**config.mk**
```make
export PLATFORM = sky130hd
export DESIGN_NAME = power_saving_mode_control
export DESIGN_NICKNAME = d
export VERILOG_FILES = /design/src/common/power_save_pkg.sv /design/src/core/power_saving_mode_control.sv
export SDC_FILE = /design/constraint.sdc
export NUM_CORES = 1
export LEC_CHECK = 0
export BUFFER_PORTS_ARGS = -buffer_cell sky130_fd_sc_hd__buf_2
export CAP_MARGIN = 20
export CORE_ASPECT_RATIO = 0.75
export CORE_UTILIZATION = 45
export CTS_BUF_LIST = sky130_fd_sc_hd__clkbuf_4 sky130_fd_sc_hd__clkbuf_8
export DETAILED_ROUTE_END_ITERATION = 10
export PLACE_DENSITY = 0.78
export SLEW_MARGIN = 30
export SYNTH_ARGS = -nofsm -noshare
export SYNTH_HDL_FRONTEND = slang
export SYNTH_SLANG_ARGS = --single-unit
```
**constraint.sdc**
```tcl
create_clock -name clock -period 4.39 [get_ports clock]
set_clock_uncertainty 0.15 [all_clocks]
set_input_delay 0.439 -clock clock [delete_from_list [all_inputs] [get_ports clock]]
set_output_delay 0.439 -clock clock [all_outputs]
set_load 0.02 [all_outputs]
```
**src/common/power_save_pkg.sv**
```systemverilog
// power saving control constants and types
// assumes one 125 MHz system clock, synchronous active-low reset
package power_save_pkg;
    // power-save instruction operand
    localparam logic MODE_SLEEP = 1'b0;
    localparam logic MODE_IDLE = 1'b1;
    // clock divider register field positions
    localparam int RATIO_LSB = 12;
    localparam int RATIO_MSB = 14;
    localparam int SLOWDOWN_EN_BIT = 11;
    localparam int RETURN_ON_INT_BIT = 15;
    // reset values
    localparam logic [2:0] RATIO_RESET = 3'h0;
    localparam logic SLOWDOWN_RESET = 1'b0;
    localparam logic RETURN_RESET = 1'b0;
    localparam logic [2:0] OSC_RESET = 3'h0;
    // idle wake resume delay in clock cycles (2 to 4 allowed)
    localparam logic [2:0] IDLE_RESUME_CYCLES = 3'h2;
    localparam int DIV_WIDTH = 7;
    typedef enum logic [1:0] {
        ST_RUN = 2'b00,
        ST_ENTER = 2'b01,
        ST_SLEEP = 2'b10,
        ST_IDLE = 2'b11
    } power_state_e;
endpackage : power_save_pkg

```
**src/core/power_saving_mode_control.sv**
```systemverilog
// power saving mode control: sleep, idle and core slowdown
// assumes wake sources and strobes are synchronous to clock; pin wake is synchronised here
`timescale 1ns/100ps
// What this block does
// - sleep request stops system, oscillator, peripheral and core clocks and halts execution until wake
// - idle request halts core and execution, peripherals keep clocks
// - entering sleep shuts down system clock source and on-chip oscillator
// - clock failure monitor disabled throughout sleep
// - low-power rc clock runs during sleep when watchdog enabled
// - watchdog count cleared on sleep entry, in the same cycle the clocks stop
// - system-clocked peripherals off in sleep; change detect and external clock stay
// - leave sleep or idle on enabled interrupt, any reset, or watchdog timeout
// - wake from sleep resumes on the clock source active at entry
// - watchdog count cleared on idle entry
// - system clock stays on in idle; peripherals clocked unless disabled
// - rc clock runs in idle if watchdog or failure monitor enabled
// - idle wake restores core clock, execution resumes 2 to 4 cycles later
// - interrupt during power-save instruction is held until entry completes, then wakes
// - slowdown divides only the core clock; system and peripheral clocks unchanged
// - slow core enable aligned to fast clock so domains stay synchronised
// - slowdown active only while divider register bit 11 is set
// - ratio field bits 14:12 picks 1:1 to 1:128, default 1:1
// - return-on-interrupt bit 15 set makes interrupt restore full speed
// - with return-on-interrupt, interrupt clears slowdown enable in hardware
module power_saving_mode_control (
    // clock and reset
    input wire logic clock,
    input wire logic resetn,
    // power-save instruction
    input wire logic power_save_instruction,
    input wire logic power_save_mode,
    // wake sources
    input wire logic interrupt_pending,
    input wire logic watchdog_timeout,
    input wire logic device_reset,
    input wire logic change_notice_pin,
    // configuration
    input wire logic watchdog_enable,
    input wire logic monitor_enable,
    input wire logic clock_divider_write,
    input wire logic [15:0] clock_divider_wdata,
    input wire logic new_oscillator_write,
    input wire logic [2:0] new_oscillator_select,
    input wire logic clock_config_locked,
    // clock and core controls
    output logic system_clock_enable,
    output logic onchip_osc_enable,
    output logic [2:0] active_oscillator,
    output logic low_power_rc_clock_enable,
    output logic clock_failure_monitor_active,
    output logic watchdog_counter_clear,
    output logic peripheral_clock_enable,
    output logic core_clock_enable,
    output logic core_halted,
    output logic wake_interrupt,
    // divider register view
    output logic core_slowdown_enable,
    output logic return_on_interrupt,
    output logic [2:0] slowdown_ratio
);
    import power_save_pkg::*;

    ////////////////////////////////////////////////////////////////////////////////
    // state
    power_state_e state;
    power_state_e next_state;
    logic held_interrupt;
    logic [2:0] resume_count;
    logic [DIV_WIDTH-1:0] div_count;
    logic pin_meta;
    logic pin_sync;
    logic pin_last;
    logic wake;
    logic pin_edge;
    logic [DIV_WIDTH-1:0] div_mask;
    logic slow_tick;
    logic idle_waking;

    assign pin_edge = pin_sync ^ pin_last;
    assign wake = interrupt_pending | held_interrupt | watchdog_timeout | pin_edge;
    // wake seen in idle: core stays off while the resume delay runs
    assign idle_waking = (state == ST_IDLE) && wake;

    ////////////////////////////////////////////////////////////////////////////////
    // change notice pin synchroniser (runs in sleep too)
    always_ff @(posedge clock) begin
        if (!resetn) begin
            pin_meta <= 1'b0;
            pin_sync <= 1'b0;
        end else begin
            pin_meta <= change_notice_pin;
            pin_sync <= pin_meta;
        end
    end

    // previous synchronised level, for the edge detect
    always_ff @(posedge clock) begin
        if (!resetn) begin
            pin_last <= 1'b0;
        end else begin
            pin_last <= pin_sync;
        end
    end

    ////////////////////////////////////////////////////////////////////////////////
    // power state machine
    always_comb begin
        next_state = state;
        unique case (state)
            ST_RUN: begin
                if (power_save_instruction) begin
                    next_state = ST_ENTER;
                end
            end
            ST_ENTER: begin
                next_state = (power_save_mode == MODE_IDLE) ? ST_IDLE : ST_SLEEP;
            end
            ST_SLEEP: begin
                if (wake) begin
                    next_state = ST_RUN;
                end
            end
            ST_IDLE: begin
                if (wake) begin
                    next_state = ST_RUN;
                end
            end
        endcase
        // any device reset drops straight back to run
        if (device_reset) begin
            next_state = ST_RUN;
        end
    end

    always_ff @(posedge clock) begin
        if (!resetn || device_reset) begin
            state <= ST_RUN;
        end else begin
            state <= next_state;
        end
    end

    // interrupt coincident with the instruction is held until entry completes
    always_ff @(posedge clock) begin
        if (!resetn || device_reset) begin
            held_interrupt <= 1'b0;
        end else if (state == ST_RUN && !power_save_instruction) begin
            held_interrupt <= 1'b0;
        end else if (state == ST_RUN || state == ST_ENTER) begin
            held_interrupt <= held_interrupt | interrupt_pending;
        end else if (next_state == ST_RUN) begin
            held_interrupt <= 1'b0;
        end
    end

    ////////////////////////////////////////////////////////////////////////////////
    // clock and watchdog controls
    always_ff @(posedge clock) begin
        if (!resetn) begin
            system_clock_enable <= 1'b1;
        end else begin
            system_clock_enable <= (next_state != ST_SLEEP);
        end
    end

    always_ff @(posedge clock) begin
        if (!resetn) begin
            onchip_osc_enable <= 1'b1;
        end else begin
            onchip_osc_enable <= (next_state != ST_SLEEP);
        end
    end

    // no system clock to watch in sleep
    always_ff @(posedge clock) begin
        if (!resetn) begin
            clock_failure_monitor_active <= 1'b0;
        end else begin
            clock_failure_monitor_active <= monitor_enable && (next_state != ST_SLEEP);
        end
    end

    always_ff @(posedge clock) begin
        if (!resetn) begin
            low_power_rc_clock_enable <= 1'b0;
        end else begin
            low_power_rc_clock_enable <= (next_state == ST_SLEEP) ? watchdog_enable
                : (watchdog_enable | monitor_enable);
        end
    end

    always_ff @(posedge clock) begin
        if (!resetn) begin
            peripheral_clock_enable <= 1'b1;
        end else begin
            peripheral_clock_enable <= (next_state != ST_SLEEP);
        end
    end

    always_ff @(posedge clock) begin
        if (!resetn) begin
            watchdog_counter_clear <= 1'b0;
        end else begin
            watchdog_counter_clear <= (state == ST_ENTER) && watchdog_enable;
        end
    end

    always_ff @(posedge clock) begin
        if (!resetn) begin
            core_halted <= 1'b0;
        end else begin
            core_halted <= (next_state != ST_RUN) || idle_waking
                || (resume_count != 3'h0);
        end
    end

    always_ff @(posedge clock) begin
        if (!resetn) begin
            wake_interrupt <= 1'b0;
        end else begin
            wake_interrupt <= (state == ST_SLEEP || state == ST_IDLE) && wake
                && (interrupt_pending | held_interrupt);
        end
    end

    // idle wake delay before execution resumes
    always_ff @(posedge clock) begin
        if (!resetn || device_reset) begin
            resume_count <= 3'h0;
        end else if (state == ST_IDLE && wake) begin
            resume_count <= IDLE_RESUME_CYCLES;
        end else if (resume_count != 3'h0) begin
            resume_count <= resume_count - 3'h1;
        end
    end

    // clock source kept across sleep; only software changes it when unlocked
    always_ff @(posedge clock) begin
        if (!resetn) begin
            active_oscillator <= OSC_RESET;
        end else if (new_oscillator_write && !clock_config_locked && state == ST_RUN) begin
            active_oscillator <= new_oscillator_select;
        end
    end

    ////////////////////////////////////////////////////////////////////////////////
    // clock divider register
    always_ff @(posedge clock) begin
        if (!resetn) begin
            return_on_interrupt <= RETURN_RESET;
        end else if (clock_divider_write) begin
            return_on_interrupt <= clock_divider_wdata[RETURN_ON_INT_BIT];
        end
    end

    always_ff @(posedge clock) begin
        if (!resetn) begin
            slowdown_ratio <= RATIO_RESET;
        end else if (clock_divider_write) begin
            slowdown_ratio <= clock_divider_wdata[RATIO_MSB:RATIO_LSB];
        end
    end

    // interrupt clear beats a write, unless that write drops return-on-interrupt
    always_ff @(posedge clock) begin
        if (!resetn) begin
            core_slowdown_enable <= SLOWDOWN_RESET;
        end else if (interrupt_pending && return_on_interrupt
            && (clock_divider_write ? clock_divider_wdata[RETURN_ON_INT_BIT] : 1'b1)) begin
            core_slowdown_enable <= 1'b0;
        end else if (clock_divider_write) begin
            core_slowdown_enable <= clock_divider_wdata[SLOWDOWN_EN_BIT];
        end
    end

    ////////////////////////////////////////////////////////////////////////////////
    // core clock enable: one fast cycle in every 2^n
    // bit i of the mask passes when the ratio exceeds i
    for (genvar i = 0; i < DIV_WIDTH; i++) begin : g_mask
        assign div_mask[i] = (int'(slowdown_ratio) > i);
    end
    assign slow_tick = !core_slowdown_enable || ((div_count & div_mask) == '0);

    // free-running count; peripherals never see it
    always_ff @(posedge clock) begin
        if (!resetn) begin
            div_count <= '0;
        end else begin
            div_count <= div_count + DIV_WIDTH'(1);
        end
    end

    always_ff @(posedge clock) begin
        if (!resetn) begin
            core_clock_enable <= 1'b1;
        end else begin
            core_clock_enable <= (next_state == ST_RUN) && !idle_waking
                && (resume_count == 3'h0) && slow_tick;
        end
    end

endmodule : power_saving_mode_control

```
==> impl_metrics.toml <==
[placement]
routabilityCongestion = 0.792
portBuffers = 37
numPlacedInstances = 197
dpl_cell_area_sq_mm = 0.00145
dp_hpwl_um = 1820

[clocking]
cts_root_buf = "clkbuf_8"
post_cts_resized = 0
cts_sinks = 31
clk_latency_ns = 0.27
cts_hold_buffers = 0
htree_levels = 2
cts_tree = "done"
cts_buffers = 5
cts.clk_slew.worst_paths_ns = 0.06
cts_setup_buffers = 0
clock_path_buffers = 2

[job]
maxCapViolations = 0

[grt]
use_met3_pct = 5.95
grt_pass1_wl_um = 3910
gr-usage-met2_pct = 30.8
grt_overflow = 0
gr-usage-all-layers_pct = 17.5
grtUsageMet1_pct = 20.3
grt_antenna_before_repair = 0
top_usage_layer = "met2"
grt_max_degree = 18
first_global_vias = 900

[detailed_routing]
vias_per_cell = 4.96
drc_errors = 0
drt_wl_total_um = 2450
dr.pass1.iters = 4
avgRoutedWirePerCell_um = 12.0
drtIter0Drc = 48
ant_nets = 0
vias = 1017

[sta]
fin_crit_ns = 1.60
timing.hold.ws_ns = 0.225
rsz0062_at_grt = "no"
worst-slew-pin-transition_ns = 0.430
setup_viol = 0
clock.fmax_ghz = 0.626
hold_viol_final = 0
finalCritPeriodShare_pct = 36.4
drv_slew = 0
relSlewSlack_pct = 71.1
fin_tns_setup_ns = 0

[cells_and_area]
nNetsFinal = 202
fillers = 229
finish.instance_area_sq_mm = 0.00155
final_cells = 205
drive_above_1_share_pct = 29.0
fin_util_pct = 58.8
antenna_cells = 0
syn_to_final_growth_pct = 22.9

[synth]
syn-cell-area_sq_mm = 0.00126
synth_flop_cell = "dfxtp_1"
synth_cell_types = 38
synth-edff-count = 0
ys.warnings.count = 0
synth_area_leaders = "dfxtp_1, nor2_1, mux2i_1"
yosysMostFrequentCell = "dfxtp_1"
syn_nets = 164
synth_common_cells = "dfxtp_1, nor2_1, mux2i_1"
netlist_instances = 130
netlist.area_leader.share_pct = 49.1
syn_avg_cell_area_sq_um = 9.72
synthArstFlopShare_pct = 0
synth_top_area_cell = "dfxtp_1"
yosysSeqAreaShare_pct = 49.1
synth_seq_cells = 31

[power]
leakage_nw = 0.683
power_density_mw_per_mm2 = 389
vdd_ir_drop_max_uv = 189

[die]
rows = 16
die_w_um = 63.2
io_pins = 49
start_util_pct = 47.8
die_area_sq_mm = 0.00303
core-area_sq_mm = 0.00264
die_h_um = 47.9

[hold_path]
worstHoldEndpoint = "pin_meta"
min_from = "change_notice_pin"
hold-path-cell-count = 2
hold_class = "input port to flop"

[setup_path]
path_cells = "nor2_1 -> ha_1 -> or4_1 -> a31oi_1"
cp-end-kind = "flop"
cp.arrival_ns = 1.65
r2r_cells = 4
start_kind = "flop"
worst_ep_required_time_ns = 4.44
r2r_start = "resume_count[0]"
reg2reg_to = "resume_count[1]"
critPathBufInv = 0
crit_family = "simple AND/OR/NAND/NOR gates"
path_max_fanout = 6
critPathSlowestCell = "or4_1"
max_stage_delay_ns = 0.53
critical_path_class = "flop to flop"
r2r_slack_ns = 2.79

[run_status]
status = "completed"
-- registers in the layout, indices dropped and copies added (netlist names) --
name	flops
held_interrupt	1
watchdog_counter_clear	1
pin_last	1
slowdown_ratio	3
pin_meta	1
clock_failure_monitor_active	1
core_halted	1
wake_interrupt	1
state	2
resume_count	3
core_clock_enable	1
pin_sync	1
core_slowdown_enable	1
return_on_interrupt	1
peripheral_clock_enable	1
low_power_rc_clock_enable	1
active_oscillator	3
div_count	7
-- layer usage --
layer	wire, um	part of all wire [%]
met5	0	0
met4	24	0.98
met3	103	4.2
met2	1200	49
met1	1120	46
-- cells by family after synthesis --
| group | after synthesis | share of synthesized area, % |
|---|---|---|
| flops | 31 | 49.1 |
| compound gates | 20 | 11.2 |
| mux | 8 | 6.34 |
| buf+inv | 9 | 4.46 |
| xor+xnor | 7 | 4.85 |
| fa+ha+maj | 2 | 1.98 |
| simple gates | 53 | 22.1 |
-- placed cells by master, fill, tap and decap left out, types with 2 or more instances in the layout --
cell       n
a21oi_1    4
buf_2     37
nor2_1    22
dfxtp_1   31
and3_1     3
nand2_1    5
nand3_1    7
and2_1     5
o21ai_0    4
clkbuf_8   7
mux2i_1    8
xnor2_1    4
inv_1      2
ha_1       2
nand2b_1   2
xor2_1     3
a31oi_1    2
-- worst register-to-register path, stage by stage (launching register included) --
cell	delay [ns]
dfxtp_1	0.37
nor2_1	0.07
ha_1	0.26
or4_1	0.53
a31oi_1	0.16
-- power breakdown --
group	switching (mW)	internal, mW
clock	0.0943	0.149
combinational	0.0325	0.0263
sequential	0.00932	0.293
total	0.136	0.468
-- per-stage QoR --
| step | setup slack [ns] | power (mW) |
|---|---|---|
| final | 2.79 | 0.604 |
| after floorplan | 2.89 | 0.344 |
| after detailed placement | 2.74 | 0.367 |
| after global routing | 2.70 | 0.637 |
| after global placement | 2.75 | 0.364 |
| after CTS | 2.80 | 0.612 |
-- worst max-delay path by stage --
| stage | startpoint | cells after the start | to | slack [ns] |
|---|---|---|---|---|
| global route | state[1] | 4 | low_power_rc_clock_enable | 2.70 |
| floorplan | resume_count[0] | 4 | resume_count[1] | 2.89 |
| global placement | interrupt_pending | 5 | low_power_rc_clock_enable | 2.75 |
| detailed placement | interrupt_pending | 5 | low_power_rc_clock_enable | 2.74 |
| finish | resume_count[0] | 4 | resume_count[1] | 2.79 |
| CTS | resume_count[0] | 4 | resume_count[1] | 2.80 |
-- area by class of cell --
type	count	area, sq um	share of cell area [%]
flip-flops and latches	31	621	40.0
clock buffers	8	104	6.69
inverters	3	11.3	0.725
repair buffers	37	185	11.9
multi-input cells	90	587	37.8
well taps	36	45.0	2.90
No activity file was read; power rests on OpenSTA's default activity.
